$ cat src/hdl/hdsc_pkg.sv
// shared constants and types of the headset detect switch control
package hdsc_pkg;
	// register indexes; byte address on the bus is four times the index
	localparam logic [7:0] IDX_MODE = 8'h00;
	localparam logic [7:0] IDX_SWITCH = 8'h01;
	localparam logic [7:0] IDX_AUX = 8'h02;
	localparam logic [7:0] IDX_RESULT = 8'h03;
	localparam logic [7:0] IDX_IRQ_STATUS = 8'h04;
	localparam logic [7:0] IDX_IRQ_MASK = 8'h05;
	localparam logic [7:0] REG_COUNT = 8'h06;
	// auxiliary control fields
	localparam int AUX_DET_START = 0;
	localparam int AUX_AUTO_DIS = 1;
	localparam int AUX_ROLE_LSB = 2;
	localparam int AUX_MANUAL_PULL = 4;
	// interrupt status and mask fields
	localparam int IRQ_DET_DONE = 0;
	localparam int IRQ_MIC_DET = 1;
	// reset values
	localparam logic [2:0] MODE_RST = 3'h0;
	localparam logic [5:0] SWITCH_RST = 6'h00;
	localparam logic [1:0] MASK_RST = 2'h0;
	// switch mode codes
	localparam logic [2:0] MODE_ISOLATE = 3'h0;
	localparam logic [2:0] MODE_MIC_RING2 = 3'h2;
	localparam logic [2:0] MODE_MIC_SLEEVE = 3'h3;
	localparam logic [2:0] MODE_GND_SHORT = 3'h4;
	localparam logic [2:0] MODE_RING2_ONLY = 3'h5;
	localparam logic [2:0] MODE_SLEEVE_ONLY = 3'h6;
	localparam logic [2:0] MODE_PER_SWITCH = 3'h7;
	// switch enables: b0 mic-sleeve, b1 mic-ring2, b2 gnd-sleeve,
	// b3 gnd-ring2, b4 short sleeve, b5 short ring2
	localparam logic [5:0] ROUTE_MIC_RING2 = 6'h06;
	localparam logic [5:0] ROUTE_MIC_SLEEVE = 6'h09;
	localparam logic [5:0] ROUTE_GND_SHORT = 6'h30;
	localparam logic [5:0] ROUTE_RING2_ONLY = 6'h02;
	localparam logic [5:0] ROUTE_SLEEVE_ONLY = 6'h01;
	// presence pin roles
	localparam logic [1:0] ROLE_PRESENT = 2'h0;
	localparam logic [1:0] ROLE_IRQ = 2'h1;
	localparam logic [1:0] ROLE_OFF = 2'h2;
	// serial write address bytes per strap level
	localparam logic [7:0] I2C_WR_STRAP_LOW = 8'h76;
	localparam logic [7:0] I2C_WR_STRAP_HIGH = 8'h78;
	// bus responses
	localparam logic [1:0] RESP_OKAY = 2'h0;
	localparam logic [1:0] RESP_SLVERR = 2'h2;
	// timing
	localparam int CLK_FREQ_HZ = 10_000_000;
	localparam int DET_TIME_MS = 500;
	localparam int DET_CYCLES = DET_TIME_MS * (CLK_FREQ_HZ / 1000);
	// pin synchroniser lanes
	localparam int SYNC_W = 7;
	localparam int SYN_SCL = 0;
	localparam int SYN_SDA = 1;
	localparam int SYN_ADDR = 2;
	localparam int SYN_TRIG = 3;
	localparam int SYN_SLEEVE = 4;
	localparam int SYN_RING2 = 5;
	localparam int SYN_PIN = 6;
	localparam logic [6:0] SYNC_RST = 7'h03;
	typedef enum logic {DET_IDLE, DET_RUN} hdsc_det_state_type;
	typedef enum logic [2:0] {I2C_IDLE, I2C_ADDR, I2C_SUB, I2C_WDATA,
		I2C_ACK, I2C_RDATA, I2C_MACK} hdsc_i2c_state_type;
endpackage

$ cat src/hdl/hdsc_reg_if.sv
// register access carrier between the serial slave and the register file
`timescale 1ns/1ps
`default_nettype none
interface hdsc_reg_if;
	logic wrEn;
	logic [7:0] wrIdx;
	logic [7:0] wrData;
	logic [7:0] rdIdx;
	logic [7:0] rdData;
	modport master (output wrEn, output wrIdx, output wrData, output rdIdx,
		input rdData);
	modport regs (input wrEn, input wrIdx, input wrData, input rdIdx,
		output rdData);
endinterface
`default_nettype wire

$ cat src/hdl/hdsc_i2c_slave.sv
// two-wire serial slave with sub-address and auto-increment access
`timescale 1ns/1ps
`default_nettype none
module hdsc_i2c_slave (
	input wire logic clk,
	input wire logic reset_n,
	input wire logic sclLevel,
	input wire logic sdaLevel,
	input wire logic [6:0] ownAddr,
	output logic sdaPullLow,
	hdsc_reg_if.master regPort
);
	hdsc_pkg::hdsc_i2c_state_type state_reg;
	hdsc_pkg::hdsc_i2c_state_type afterAck_reg;
	logic sclPrev_reg;
	logic sdaPrev_reg;
	logic [7:0] shift_reg;
	logic [3:0] bitCnt_reg;
	logic [7:0] idx_reg;
	logic [7:0] wrIdx_reg;
	logic [7:0] wrData_reg;
	logic wrEn_reg;
	logic drive_reg;
	logic sclRise;
	logic sclFall;
	logic startSeen;
	logic stopSeen;
	logic byteDone;

	// bus conditions from the filtered line levels
	assign sclRise = sclLevel & ~sclPrev_reg;
	assign sclFall = ~sclLevel & sclPrev_reg;
	assign startSeen = sclLevel & sclPrev_reg & sdaPrev_reg & ~sdaLevel;
	assign stopSeen = sclLevel & sclPrev_reg & ~sdaPrev_reg & sdaLevel;
	assign byteDone = (bitCnt_reg == 4'h8);
	assign sdaPullLow = drive_reg;
	assign regPort.wrEn = wrEn_reg;
	assign regPort.wrIdx = wrIdx_reg;
	assign regPort.wrData = wrData_reg;
	assign regPort.rdIdx = idx_reg;

	// previous line levels for edge and condition detection
	always_ff @(posedge clk) begin
		if (!reset_n) begin
			sclPrev_reg <= 1'b1;
			sdaPrev_reg <= 1'b1;
		end else begin
			sclPrev_reg <= sclLevel;
			sdaPrev_reg <= sdaLevel;
		end
	end

	// byte engine: sample on scl rise, change sda on scl fall
	always_ff @(posedge clk) begin
		if (!reset_n) begin
			state_reg <= hdsc_pkg::I2C_IDLE;
			afterAck_reg <= hdsc_pkg::I2C_SUB;
			shift_reg <= 8'h00;
			bitCnt_reg <= 4'h0;
			idx_reg <= 8'h00;
			wrIdx_reg <= 8'h00;
			wrData_reg <= 8'h00;
			wrEn_reg <= 1'b0;
			drive_reg <= 1'b0;
		end else begin
			wrEn_reg <= 1'b0;
			if (stopSeen) begin
				state_reg <= hdsc_pkg::I2C_IDLE;
				drive_reg <= 1'b0;
			end else if (startSeen) begin
				state_reg <= hdsc_pkg::I2C_ADDR;
				bitCnt_reg <= 4'h0;
				drive_reg <= 1'b0;
			end else if (sclRise) begin
				unique case (state_reg)
					hdsc_pkg::I2C_ADDR, hdsc_pkg::I2C_SUB,
					hdsc_pkg::I2C_WDATA: begin
						shift_reg <= {shift_reg[6:0], sdaLevel};
						bitCnt_reg <= bitCnt_reg + 4'h1;
					end
					hdsc_pkg::I2C_RDATA: bitCnt_reg <= bitCnt_reg + 4'h1;
					hdsc_pkg::I2C_MACK: begin
						if (sdaLevel) begin
							state_reg <= hdsc_pkg::I2C_IDLE; // no ack ends read
						end else begin
							idx_reg <= idx_reg + 8'h01; // burst read advances
						end
					end
					hdsc_pkg::I2C_IDLE, hdsc_pkg::I2C_ACK: ;
				endcase
			end else if (sclFall) begin
				unique case (state_reg)
					hdsc_pkg::I2C_ADDR: begin
						if (byteDone && shift_reg[7:1] == ownAddr) begin // [RULE8]
							state_reg <= hdsc_pkg::I2C_ACK;
							drive_reg <= 1'b1;
							afterAck_reg <= shift_reg[0] ? hdsc_pkg::I2C_RDATA :
								hdsc_pkg::I2C_SUB; // [RULE13]
						end else if (byteDone) begin
							state_reg <= hdsc_pkg::I2C_IDLE;
						end
					end
					hdsc_pkg::I2C_SUB: begin
						if (byteDone) begin
							idx_reg <= shift_reg; // [RULE13]
							state_reg <= hdsc_pkg::I2C_ACK;
							drive_reg <= 1'b1;
							afterAck_reg <= hdsc_pkg::I2C_WDATA;
						end
					end
					hdsc_pkg::I2C_WDATA: begin
						if (byteDone) begin
							wrEn_reg <= 1'b1;
							wrIdx_reg <= idx_reg;
							wrData_reg <= shift_reg;
							idx_reg <= idx_reg + 8'h01; // [RULE13]
							state_reg <= hdsc_pkg::I2C_ACK;
							drive_reg <= 1'b1;
							afterAck_reg <= hdsc_pkg::I2C_WDATA;
						end
					end
					hdsc_pkg::I2C_ACK, hdsc_pkg::I2C_MACK: begin
						bitCnt_reg <= 4'h0;
						if (state_reg == hdsc_pkg::I2C_MACK ||
							afterAck_reg == hdsc_pkg::I2C_RDATA) begin
							state_reg <= hdsc_pkg::I2C_RDATA;
							shift_reg <= regPort.rdData;
							drive_reg <= ~regPort.rdData[7];
						end else begin
							state_reg <= afterAck_reg;
							drive_reg <= 1'b0;
						end
					end
					hdsc_pkg::I2C_RDATA: begin
						if (byteDone) begin
							drive_reg <= 1'b0; // release for master ack
							state_reg <= hdsc_pkg::I2C_MACK;
						end else begin
							shift_reg <= {shift_reg[6:0], 1'b0};
							drive_reg <= ~shift_reg[6];
						end
					end
					hdsc_pkg::I2C_IDLE: ;
				endcase
			end
		end
	end
endmodule
`default_nettype wire

$ cat src/hdl/hdsc_switch_ctrl.sv
// headset detection, jack switch routing and register file
`timescale 1ns/1ps
`default_nettype none
// How it works
// [RULE1] detection starts on a serial or bus command, or on the trigger pin
// [RULE2] a rising edge of the trigger pin starts detection
// [RULE3] after detection the mic line goes to the contact carrying the mic
// [RULE4] the mic ground goes to the contact found as ground
// [RULE5] software can disable auto routing; switches then stay untouched
// [RULE6] every switch can be set directly from registers
// [RULE7] the presence pin is pulled low when detection finds a mic
// [RULE8] strap low answers 8'h76/8'h77, strap high 8'h78/8'h79
// [RULE9] reset register values give pin-only operation
// [RULE10] presence stays low until the next detection completes
// [RULE11] with auto routing off the mode stays at isolation '000'
// [RULE12] presence pin role: presence, interrupt or disabled
// [RULE13] sub-address first, bursts advance, read-only writes ignored
// [RULE14] detection completes within 500 ms; result only after completion
module hdsc_switch_ctrl #(
	parameter int DET_CYCLES = hdsc_pkg::DET_CYCLES,
	parameter int ADDR_W = 8
) (
	input wire logic clk,
	input wire logic reset_n,
	input wire logic sclIn,
	input wire logic sdaIn,
	output logic sdaOut,
	output logic sdaOeN,
	input wire logic addrSelIn,
	input wire logic detectionTriggerInput,
	input wire logic sleeveMicSense,
	input wire logic ring2MicSense,
	input wire logic micPresentIn,
	output logic micPresentOut,
	output logic micPresentOeN,
	output logic [5:0] switchEnable,
	output logic irq,
	input wire logic [ADDR_W-1:0] awaddr,
	input wire logic awvalid,
	output logic awready,
	input wire logic [31:0] wdata,
	input wire logic [3:0] wstrb,
	input wire logic wvalid,
	output logic wready,
	output logic [1:0] bresp,
	output logic bvalid,
	input wire logic bready,
	input wire logic [ADDR_W-1:0] araddr,
	input wire logic arvalid,
	output logic arready,
	output logic [31:0] rdata,
	output logic [1:0] rresp,
	output logic rvalid,
	input wire logic rready
);
	localparam int CNT_W = $clog2(DET_CYCLES + 1);

	// parameter sanity at elaboration
	if (DET_CYCLES < 2) begin : g_bad_cycles
		$error("DET_CYCLES must be at least 2");
	end
	if (ADDR_W < 5 || ADDR_W > 10) begin : g_bad_addr
		$error("ADDR_W must lie between 5 and 10");
	end

	logic [hdsc_pkg::SYNC_W-1:0] rawIn;
	logic [hdsc_pkg::SYNC_W-1:0] syncA_reg;
	logic [hdsc_pkg::SYNC_W-1:0] syncB_reg;
	logic [hdsc_pkg::SYNC_W-1:0] syncC_reg;
	logic [hdsc_pkg::SYNC_W-1:0] filt_reg;
	logic [hdsc_pkg::SYNC_W-1:0] agree;
	logic trigPrev_reg;
	logic trigRise;
	logic [6:0] ownAddr;
	logic sdaPullLow;
	logic [2:0] switchModeField_reg;
	logic [5:0] perSwitchControl_reg;
	logic autoRoutingDisable_reg;
	logic [1:0] presenceRole_reg;
	logic manualPull_reg;
	logic [1:0] irqStatus_reg;
	logic [1:0] irqMask_reg;
	logic [1:0] irqClear;
	logic [1:0] irqSet;
	logic micFound_reg;
	logic micOnSleeve_reg;
	hdsc_pkg::hdsc_det_state_type detState_reg;
	logic [CNT_W-1:0] detCount_reg;
	logic detDone;
	logic detStartCmd;
	logic senseFound;
	logic modeWr;
	logic [5:0] switchEnable_reg;
	logic micPresentOeN_reg;
	logic pullLowNext;
	logic axiWrGo;
	logic axiWrMapped;
	logic axiRdMapped;
	logic [7:0] awIdx;
	logic [7:0] arIdx;
	logic wrEn;
	logic [7:0] wrIdx;
	logic [7:0] wrData;
	logic bvalid_reg;
	logic [1:0] bresp_reg;
	logic rvalid_reg;
	logic [1:0] rresp_reg;
	logic [31:0] rdata_reg;

	hdsc_reg_if regBus ();

	// register image as seen by either bus
	function automatic logic [7:0] readReg(input logic [7:0] idx);
		logic [7:0] v;
		v = 8'h00;
		case (idx)
			hdsc_pkg::IDX_MODE: v = {5'h00, switchModeField_reg};
			hdsc_pkg::IDX_SWITCH: v = {2'h0, perSwitchControl_reg};
			hdsc_pkg::IDX_AUX: v = {3'h0, manualPull_reg, presenceRole_reg,
				autoRoutingDisable_reg, 1'b0};
			hdsc_pkg::IDX_RESULT: v = {4'h0, filt_reg[hdsc_pkg::SYN_PIN],
				(detState_reg == hdsc_pkg::DET_RUN), micOnSleeve_reg,
				micFound_reg};
			hdsc_pkg::IDX_IRQ_STATUS: v = {6'h00, irqStatus_reg};
			hdsc_pkg::IDX_IRQ_MASK: v = {6'h00, irqMask_reg};
			default: v = 8'h00;
		endcase
		return v;
	endfunction

	// preset routing table; code 001 and isolation open everything
	function automatic logic [5:0] routeOf(input logic [2:0] mode,
		input logic [5:0] each);
		logic [5:0] v;
		v = 6'h00;
		case (mode)
			hdsc_pkg::MODE_MIC_RING2: v = hdsc_pkg::ROUTE_MIC_RING2;
			hdsc_pkg::MODE_MIC_SLEEVE: v = hdsc_pkg::ROUTE_MIC_SLEEVE;
			hdsc_pkg::MODE_GND_SHORT: v = hdsc_pkg::ROUTE_GND_SHORT;
			hdsc_pkg::MODE_RING2_ONLY: v = hdsc_pkg::ROUTE_RING2_ONLY;
			hdsc_pkg::MODE_SLEEVE_ONLY: v = hdsc_pkg::ROUTE_SLEEVE_ONLY;
			hdsc_pkg::MODE_PER_SWITCH: v = each;
			default: v = 6'h00;
		endcase
		return v;
	endfunction

	// three-stage pin synchronisers; a change counts when stages 2 and 3 agree
	assign rawIn = {micPresentIn, ring2MicSense, sleeveMicSense,
		detectionTriggerInput, addrSelIn, sdaIn, sclIn};
	assign agree = ~(syncB_reg ^ syncC_reg);
	always_ff @(posedge clk) begin
		if (!reset_n) begin
			syncA_reg <= hdsc_pkg::SYNC_RST;
			syncB_reg <= hdsc_pkg::SYNC_RST;
			syncC_reg <= hdsc_pkg::SYNC_RST;
			filt_reg <= hdsc_pkg::SYNC_RST;
			trigPrev_reg <= 1'b0;
		end else begin
			syncA_reg <= rawIn;
			syncB_reg <= syncA_reg;
			syncC_reg <= syncB_reg;
			filt_reg <= (agree & syncC_reg) | (~agree & filt_reg);
			trigPrev_reg <= filt_reg[hdsc_pkg::SYN_TRIG];
		end
	end

	// serial slave; address chosen by the strap level
	assign ownAddr = filt_reg[hdsc_pkg::SYN_ADDR] ?
		hdsc_pkg::I2C_WR_STRAP_HIGH[7:1] :
		hdsc_pkg::I2C_WR_STRAP_LOW[7:1]; // [RULE8]
	assign sdaOut = 1'b0;
	assign sdaOeN = ~sdaPullLow;
	hdsc_i2c_slave u_i2c (
		.clk(clk),
		.reset_n(reset_n),
		.sclLevel(filt_reg[hdsc_pkg::SYN_SCL]),
		.sdaLevel(filt_reg[hdsc_pkg::SYN_SDA]),
		.ownAddr(ownAddr),
		.sdaPullLow(sdaPullLow),
		.regPort(regBus.master)
	);
	always_comb begin
		regBus.rdData = readReg(regBus.rdIdx);
	end

	// one write port shared by both buses; the serial side has priority
	assign awIdx = 8'(awaddr[ADDR_W-1:2]);
	assign arIdx = 8'(araddr[ADDR_W-1:2]);
	assign axiWrMapped = (awaddr[1:0] == 2'h0) && (awIdx < hdsc_pkg::REG_COUNT);
	assign axiRdMapped = (araddr[1:0] == 2'h0) && (arIdx < hdsc_pkg::REG_COUNT);
	assign axiWrGo = awvalid & wvalid & ~bvalid_reg & ~regBus.wrEn;
	assign awready = axiWrGo;
	assign wready = axiWrGo;
	assign wrEn = regBus.wrEn | (axiWrGo & axiWrMapped & wstrb[0]);
	assign wrIdx = regBus.wrEn ? regBus.wrIdx : awIdx;
	assign wrData = regBus.wrEn ? regBus.wrData : wdata[7:0];
	assign modeWr = wrEn && (wrIdx == hdsc_pkg::IDX_MODE);
	assign detStartCmd = wrEn && (wrIdx == hdsc_pkg::IDX_AUX) &&
		wrData[hdsc_pkg::AUX_DET_START]; // [RULE1]

	// write response; unmapped addresses answer slave error
	always_ff @(posedge clk) begin
		if (!reset_n) begin
			bvalid_reg <= 1'b0;
			bresp_reg <= hdsc_pkg::RESP_OKAY;
		end else if (axiWrGo) begin
			bvalid_reg <= 1'b1;
			bresp_reg <= axiWrMapped ? hdsc_pkg::RESP_OKAY :
				hdsc_pkg::RESP_SLVERR;
		end else if (bready) begin
			bvalid_reg <= 1'b0;
		end
	end
	assign bvalid = bvalid_reg;
	assign bresp = bresp_reg;

	// read channel; data registered one cycle after the address
	assign arready = arvalid & ~rvalid_reg;
	always_ff @(posedge clk) begin
		if (!reset_n) begin
			rvalid_reg <= 1'b0;
			rresp_reg <= hdsc_pkg::RESP_OKAY;
			rdata_reg <= 32'h00000000;
		end else if (arvalid && !rvalid_reg) begin
			rvalid_reg <= 1'b1;
			rresp_reg <= axiRdMapped ? hdsc_pkg::RESP_OKAY :
				hdsc_pkg::RESP_SLVERR;
			rdata_reg <= {24'h000000, readReg(arIdx)};
		end else if (rready) begin
			rvalid_reg <= 1'b0;
		end
	end
	assign rvalid = rvalid_reg;
	assign rresp = rresp_reg;
	assign rdata = rdata_reg;

	// detection sequencer; a fixed window, result latched at its end
	assign trigRise = filt_reg[hdsc_pkg::SYN_TRIG] & ~trigPrev_reg; // [RULE2]
	assign detDone = (detState_reg == hdsc_pkg::DET_RUN) &&
		(detCount_reg == CNT_W'(DET_CYCLES - 1)); // [RULE14]
	assign senseFound = filt_reg[hdsc_pkg::SYN_SLEEVE] |
		filt_reg[hdsc_pkg::SYN_RING2];
	always_ff @(posedge clk) begin
		if (!reset_n) begin
			detState_reg <= hdsc_pkg::DET_IDLE;
			detCount_reg <= '0;
		end else begin
			unique case (detState_reg)
				hdsc_pkg::DET_IDLE: begin
					if (trigRise || detStartCmd) begin // [RULE1]
						detState_reg <= hdsc_pkg::DET_RUN;
						detCount_reg <= '0;
					end
				end
				hdsc_pkg::DET_RUN: begin
					if (detDone) begin
						detState_reg <= hdsc_pkg::DET_IDLE;
					end else begin
						detCount_reg <= detCount_reg + 1'b1;
					end
				end
			endcase
		end
	end

	// result held until the next sequence completes
	always_ff @(posedge clk) begin
		if (!reset_n) begin
			micFound_reg <= 1'b0;
			micOnSleeve_reg <= 1'b0;
		end else if (detDone) begin // [RULE10]
			micFound_reg <= senseFound;
			micOnSleeve_reg <= filt_reg[hdsc_pkg::SYN_SLEEVE];
		end
	end

	// switch mode; auto routing overrides a same-cycle software write
	always_ff @(posedge clk) begin
		if (!reset_n) begin
			switchModeField_reg <= hdsc_pkg::MODE_RST;
		end else if (detDone && !autoRoutingDisable_reg && senseFound) begin
			switchModeField_reg <= filt_reg[hdsc_pkg::SYN_SLEEVE] ?
				hdsc_pkg::MODE_MIC_SLEEVE :
				hdsc_pkg::MODE_MIC_RING2; // [RULE3] [RULE4] [RULE5] [RULE11]
		end else if (modeWr) begin
			switchModeField_reg <= wrData[2:0]; // [RULE6]
		end
	end

	// software-only control registers; result and other indexes read-only
	always_ff @(posedge clk) begin
		if (!reset_n) begin
			perSwitchControl_reg <= hdsc_pkg::SWITCH_RST;
			autoRoutingDisable_reg <= 1'b0; // [RULE9]
			presenceRole_reg <= hdsc_pkg::ROLE_PRESENT; // [RULE9]
			manualPull_reg <= 1'b0;
			irqMask_reg <= hdsc_pkg::MASK_RST;
		end else if (wrEn) begin
			if (wrIdx == hdsc_pkg::IDX_SWITCH) begin
				perSwitchControl_reg <= wrData[5:0]; // [RULE6]
			end
			if (wrIdx == hdsc_pkg::IDX_AUX) begin
				autoRoutingDisable_reg <= wrData[hdsc_pkg::AUX_AUTO_DIS];
				presenceRole_reg <= wrData[hdsc_pkg::AUX_ROLE_LSB +: 2];
				manualPull_reg <= wrData[hdsc_pkg::AUX_MANUAL_PULL];
			end
			if (wrIdx == hdsc_pkg::IDX_IRQ_MASK) begin
				irqMask_reg <= wrData[1:0];
			end
		end
	end

	// sticky events, write one to clear, a new event wins over the clear
	assign irqSet = {detDone & senseFound, detDone};
	assign irqClear = (wrEn && wrIdx == hdsc_pkg::IDX_IRQ_STATUS) ?
		wrData[1:0] : 2'h0;
	always_ff @(posedge clk) begin
		if (!reset_n) begin
			irqStatus_reg <= 2'h0;
		end else begin
			irqStatus_reg <= irqSet | (irqStatus_reg & ~irqClear);
		end
	end
	assign irq = |(irqStatus_reg & irqMask_reg);

	// presence pin role and switch drive, both from flip-flops
	assign pullLowNext = manualPull_reg |
		(presenceRole_reg == hdsc_pkg::ROLE_PRESENT && micFound_reg) |
		(presenceRole_reg == hdsc_pkg::ROLE_IRQ &&
		irqStatus_reg[hdsc_pkg::IRQ_MIC_DET]); // [RULE7] [RULE12]
	always_ff @(posedge clk) begin
		if (!reset_n) begin
			micPresentOeN_reg <= 1'b1;
			switchEnable_reg <= 6'h00;
		end else begin
			micPresentOeN_reg <= ~pullLowNext;
			switchEnable_reg <= routeOf(switchModeField_reg,
				perSwitchControl_reg); // [RULE6]
		end
	end
	assign micPresentOut = 1'b0;
	assign micPresentOeN = micPresentOeN_reg;
	assign switchEnable = switchEnable_reg;
endmodule
`default_nettype wire

$ cat config.mk
export PLATFORM = sky130hd
export DESIGN_NAME = hdsc_switch_ctrl
export DESIGN_NICKNAME = d
export VERILOG_FILES = /design/src/hdl/hdsc_pkg.sv /design/src/hdl/hdsc_reg_if.sv /design/src/hdl/hdsc_i2c_slave.sv /design/src/hdl/hdsc_switch_ctrl.sv
export SDC_FILE = /design/constraint.sdc
export NUM_CORES = 1
export LEC_CHECK = 0
export CORE_UTILIZATION = 40
export DETAILED_ROUTE_END_ITERATION = 10
export DONT_BUFFER_PORTS = 1
export PLACE_DENSITY = 0.51
export SYNTH_ARGS = -nofsm -noshare
export SYNTH_HDL_FRONTEND = slang
export SYNTH_HIERARCHICAL = 1
export SYNTH_SLANG_ARGS = --single-unit
$ cat constraint.sdc
create_clock -name clk -period 5.9 [get_ports clk]
set_clock_uncertainty 0.2 [all_clocks]
set_input_delay 0.59 -clock clk [delete_from_list [all_inputs] [get_ports clk]]
set_output_delay 0.59 -clock clk [all_outputs]
set_load 0.05 [all_outputs]
Word-level counts from Yosys, hierarchy flattened
Index checks and enable logic that the tools add are counted.
{"block": "classes", "mux": 61, "add_sub_neg": 3, "order_cmp": 2, "bitwise": 48, "eq_ne": 52, "n_reduce_logical": 55}
{"op": "6-bit one-hot mux with 6 select lines", "count": 3}
{"op": "8-bit 2-to-1 mux", "count": 12}
{"op": "23-bit 2-to-1 mux", "count": 2}
{"op": "23-bit one-hot mux with 2 select lines", "count": 1}
{"op": "3-bit 2-to-1 mux", "count": 15}
{"op": "8-bit by 3-bit == test with 1-bit output, second input constant", "count": 4}
{"op": "8-bit one-hot mux with 2 select lines", "count": 2}
{"op": "7-bit AND reduction", "count": 4}
{"op": "3-bit == test, second input constant", "count": 8}
{"op": "8-bit by 2-bit == test with 1-bit output, second input constant", "count": 3}
{"op": "8-bit logical NOT", "count": 3}
{"op": "23-bit by 1-bit adder with 23-bit output, second input constant", "count": 1}
{"op": "23-bit == test, second input constant", "count": 1}
{"op": "4-bit 2-to-1 mux", "count": 5}
{"op": "1-bit inverter", "count": 18}
{"op": "8-bit by 1-bit == test with 1-bit output, second input constant", "count": 2}
{"op": "1-bit bitwise AND", "count": 15}
{"op": "3-bit by 1-bit != test with 1-bit output, second input constant", "count": 5}
{"op": "7-bit bitwise AND", "count": 2}
{"op": "7-bit inverter", "count": 2}
{"op": "1-bit logical AND", "count": 13}
{"op": "1-bit 2-to-1 mux", "count": 13}
{"op": "3-bit by 2-bit == test with 1-bit output, second input constant", "count": 4}
{"op": "6-bit by 2-bit == test with 1-bit output, second input constant", "count": 2}
{"op": "45 further kinds", "count": 81}
{"block": "word_totals", "out_inout_bits": 52, "wordCells": 256, "register_bits": 137, "input_bits": 66}

Longest topological paths before layout
{"block": "depth", "word_depth": 11, "ltp_mapped": 8, "mapped_depth_nobuf": 7}

By module
The synthesis kept the hierarchy.
{"module": "hdsc_switch_ctrl", "area_each_um2": 4548.1, "cells_each": 513, "seq_area_each_um2": 1781.7, "instances": 1}
{"module": "hdsc_i2c_slave", "area_each_um2": 2537.4, "cells_each": 290, "seq_area_each_um2": 920.9, "instances": 1}

Worst setup path after synthesis
Ideal clock, no wire load.
{"block": "synth_timing", "path_type": "flip-flop to flip-flop", "start": "register bvalid_reg, in the netlist bvalid", "end": "register perSwitchControl_reg[2]", "setup_ns": 0.128, "path_stages_with_launch": 6, "arrival_ns": 2.295, "setup_slack_ns": 3.277, "n_path_buf": 0, "required_ns": 5.572, "period_less_slack_ns": 2.623, "path_cell_list": "dfxtp_1 and4bb_2 nand4_1 a2111oi_4 mux2i_1 nor2_1"}
{"block": "synth_via", "elab_chain_len": 7}
{"element": "start, declared", "line_no": "hdsc_switch_ctrl.sv:104", "rtl": "logic bvalid_reg;"}
{"element": "start signal, assigned", "line_no": "hdsc_switch_ctrl.sv:205", "rtl": "bvalid_reg <= 1'b0;"}
{"element": "start signal, assigned", "line_no": "hdsc_switch_ctrl.sv:208", "rtl": "bvalid_reg <= 1'b1;"}
{"element": "start signal, assigned", "line_no": "hdsc_switch_ctrl.sv:212", "rtl": "bvalid_reg <= 1'b0;"}
{"element": "1-bit inverter", "line_no": "hdsc_switch_ctrl.sv:192", "rtl": "assign axiWrGo = awvalid & wvalid & ~bvalid_reg & ~regBus.wrEn;"}
{"element": "1-bit bitwise AND (2 in a row)", "line_no": "hdsc_switch_ctrl.sv:192"}
{"element": "named net awready", "line_no": "hdsc_switch_ctrl.sv:40", "rtl": "output logic awready,"}
{"element": "1-bit bitwise AND (2 in a row)", "line_no": "hdsc_switch_ctrl.sv:195", "rtl": "assign wrEn = regBus.wrEn | (axiWrGo & axiWrMapped & wstrb[0]);"}
{"element": "1-bit OR", "line_no": "hdsc_switch_ctrl.sv:195"}
{"element": "2-bit AND reduction (no line)"}
{"element": "end signal, assigned", "line_no": "hdsc_switch_ctrl.sv:294", "rtl": "perSwitchControl_reg <= hdsc_pkg::SWITCH_RST;"}
{"element": "end signal, assigned", "line_no": "hdsc_switch_ctrl.sv:301", "rtl": "perSwitchControl_reg <= wrData[5:0];"}
{"element": "end, declared", "line_no": "hdsc_switch_ctrl.sv:77", "rtl": "logic [5:0] perSwitchControl_reg;"}
The timed path passes the listed nets, and every way through them passes these cells.
A chain may end at the register's enable or synchronous reset.

Worst setup path in the final report
{"block": "layout_timing", "start": "register u_i2c.wrEn_reg, in the netlist u_i2c/regPort.wrEn", "end": "register perSwitchControl_reg[2]"}
{"block": "layout_via", "elab_chain_len": 6, "word_cells_on_any_way": 9, "cone_classes": "1 x eq/ne; 2 x mux; 5 x bitwise; 1 x reduce/logical"}
{"element": "start, declared", "line_no": "hdsc_i2c_slave.sv:22", "rtl": "logic wrEn_reg;"}
{"element": "start signal, assigned", "line_no": "hdsc_i2c_slave.sv:63", "rtl": "wrEn_reg <= 1'b0;"}
{"element": "start signal, assigned", "line_no": "hdsc_i2c_slave.sv:66", "rtl": "wrEn_reg <= 1'b0;"}
{"element": "start signal, assigned", "line_no": "hdsc_i2c_slave.sv:113", "rtl": "wrEn_reg <= 1'b1;"}
{"element": "1-bit inverter", "line_no": "hdsc_switch_ctrl.sv:192"}
{"element": "1-bit bitwise AND", "line_no": "hdsc_switch_ctrl.sv:192"}
{"element": "named net awready", "line_no": "hdsc_switch_ctrl.sv:40"}
{"element": "1-bit bitwise AND (2 in a row)", "line_no": "hdsc_switch_ctrl.sv:195"}
{"element": "1-bit OR", "line_no": "hdsc_switch_ctrl.sv:195"}
{"element": "2-bit AND reduction (no line)"}
The timed path passes the listed nets, and every way through them passes these cells.

==> results.ini <==
[status]
status=finished, final reports clean

[clock_network]
ctsResizeCount=0
path_clk_slew_ns=0.06
ctsHtreeMaxLevel=4
cts_tree=yes
cts_max_path_buffers=2
insertion_delay_ns=0.42
clockRootBuffer=clkbuf_16
clock-sinks=133
cts_buffers=17
postCtsSetupRepairBufs=0
holdBufCountCts=0

[grt]
grt_first_pass_wirelength_um=27000
antenna_found_initial=0
grt_overflow_total=0
globalRouteTotalUtil=0.191
grt_max_degree=122
grt_pass1_vias=5197

[place]
io_buffers=0
place_inst=982
dpl.hpwl_um=11200
pre_cts_ws_ns=2.67
gp_congestion=0.843

[timing]
fin_tns_setup_ns=0
hold_viol_final=0
slew_headroom=0.153
tightest_slew_ns=1.27
finalSetupViolCount=0
fin_ws_ns=2.69
grt_setup_unrepaired=no
fin_crit_sh=0.543
fmax_mhz=312
layout_min_cycle_time_ns=3.21
slew_violations=0

[min_path]
hp-class=primary input to flop
holdCritStartpoint=sclIn
holdPathStages=1

[pwr]
clockPowerShare=0.524
p_comb_frac=0.041
power_switching_mw=0.483
p_sw_frac=0.230
p_leak_nw=2.57
ir_drop_uv=198
p_int_mw=1.62
seq_power_share=0.436
power_density_nw_per_um2=275

[routing]
drc=0
via_per_inst=5.53
dr.pass1.iters=5
drtIter0Drc=453
wl_per_cell_um=16.5
antenna_left=0
drt-total-wl_um=16800
vias=5611

[synthesis]
syn_area_um2=7010
avgSynthCellArea_um2=8.80
netlist_instances=797
ys_warn_count=6

[floorplanning]
die_area_um2=18100
start_util=0.407
die_h_um=134
io_pins=118
rows=48
core-area_um2=17200
die_width_um=134

[final_layout]
final_nets=849
drive_gt1_frac=0.0887
antenna_cells=0
fillCellCount=1650
stdcell_count=1014
area_delta_synth_final_pct=9.08
largest_reg_flops=23

[critical_path]
cp-end-kind=flop
critPathLaunch=u_i2c/regPort.wrEn$_SDFF_PP0_
crit_type=flop to flop
crit_cells=5
cp_data_arrival_time_ns=3.30
crit_slowest_cell=and4bb_2
worstSetupEndpoint=perSwitchControl_reg[2]$_SDFFE_PN0P_
critPathBufInv=0
cp_max_fo=15
cpLargestDelayFamily=simple AND/OR/NAND/NOR gates
reg2regPathDepth=5
reg2reg_to=perSwitchControl_reg[2]$_SDFFE_PN0P_
r2r_slack_ns=2.69
r2r_start=u_i2c/regPort.wrEn$_SDFF_PP0_
cp.required_ns=5.99
cpPeakStageDelay_ns=0.85
crit_chain=and4bb_2 -> nand4_1 -> a2111oi_4 -> mux2i_1 -> nor2_1
cp-start-kind=flop

[job]
drv_cap=0

worst reg2reg max path, delay by kind of cell, from the launching register on:
kind,cells,cell delay [ns]
and+or+nand+nor,3,1.32
AOI/OAI and AO/OA,1,0.79
DFF,1,0.52
muxes,1,0.26
through the flow:
stage          hold WS, ns  total power, mW  instance area [um^2]  utilization
2_1_floorplan        0.186             1.04                  7140            -
5_1_grt             0.0424             2.18                  7650        0.444
6_report            0.0701             2.11                  7650        0.444
4_1_cts             0.0415             2.13                  7650        0.444
3_3_place_gp         0.194             1.02                  7030        0.408
3_5_place_dp         0.197             1.02                  7030        0.408
worst min-delay path by stage:
stage,to
2_1_floorplan,syncB_reg[0]$_SDFF_PN1_
3_3_place_gp,syncB_reg[0]$_SDFF_PN1_
3_5_place_dp,syncB_reg[1]$_SDFF_PN1_
4_1_cts,u_i2c/sclPrev_reg$_SDFF_PN1_
5_1_grt,u_i2c/sdaPrev_reg$_SDFF_PN1_
6_report,syncA_reg[0]$_SDFF_PN1_
power groups by stage:
stage	Clock, mW	Combinational, mW	Sequential [mW]
final	1.10	0.0862	0.917
after global placement	0	0.0852	0.936
after CTS	1.13	0.0860	0.917
after floorplan	0	0.105	0.935
after detailed placement	0	0.0857	0.937
after global routing	1.17	0.0918	0.917
final cells by class:
cell class | count | area (um^2) | area share
Clock buffer | 21 | 470 | 0.0615
Clock inverter | 11 | 149 | 0.0195
Inverter | 20 | 75.1 | 0.00981
Multi-Input combinational cell | 601 | 3990 | 0.521
Sequential cell | 133 | 2660 | 0.348
Tap cell | 225 | 282 | 0.0368
Timing Repair Buffer | 3 | 22.5 | 0.00294
layer usage:
metal	track usage	routed length, um
met4	0.0680	213
met3	0.0427	688
met2	0.295	7910
met1	0.260	7950
met5	0	0
cell usage in the layout, fill, tap and decap left out, types with 4 or more instances in the layout:
cell and instances:
dfxtp_1 133, nand2b_1 18, mux2_2 9, nand3b_1 5
or4_1 9, mux4_2 6, o31ai_1 4, nor4_1 5
xor2_1 8, and2_1 21, a21oi_1 52, nor2b_1 16
nand3_1 25, a22o_1 4, o21ai_0 31, nand4_1 30
a211oi_1 13, nand4b_1 20, nor3_1 10, ha_1 7
nor2_1 58, nand2_1 71, a21oi_2 4, mux2_1 8
inv_1 20, mux2i_1 56, and3_1 6, clkbuf_16 17
conb_1 37
(Power assumes the default switching activity.)
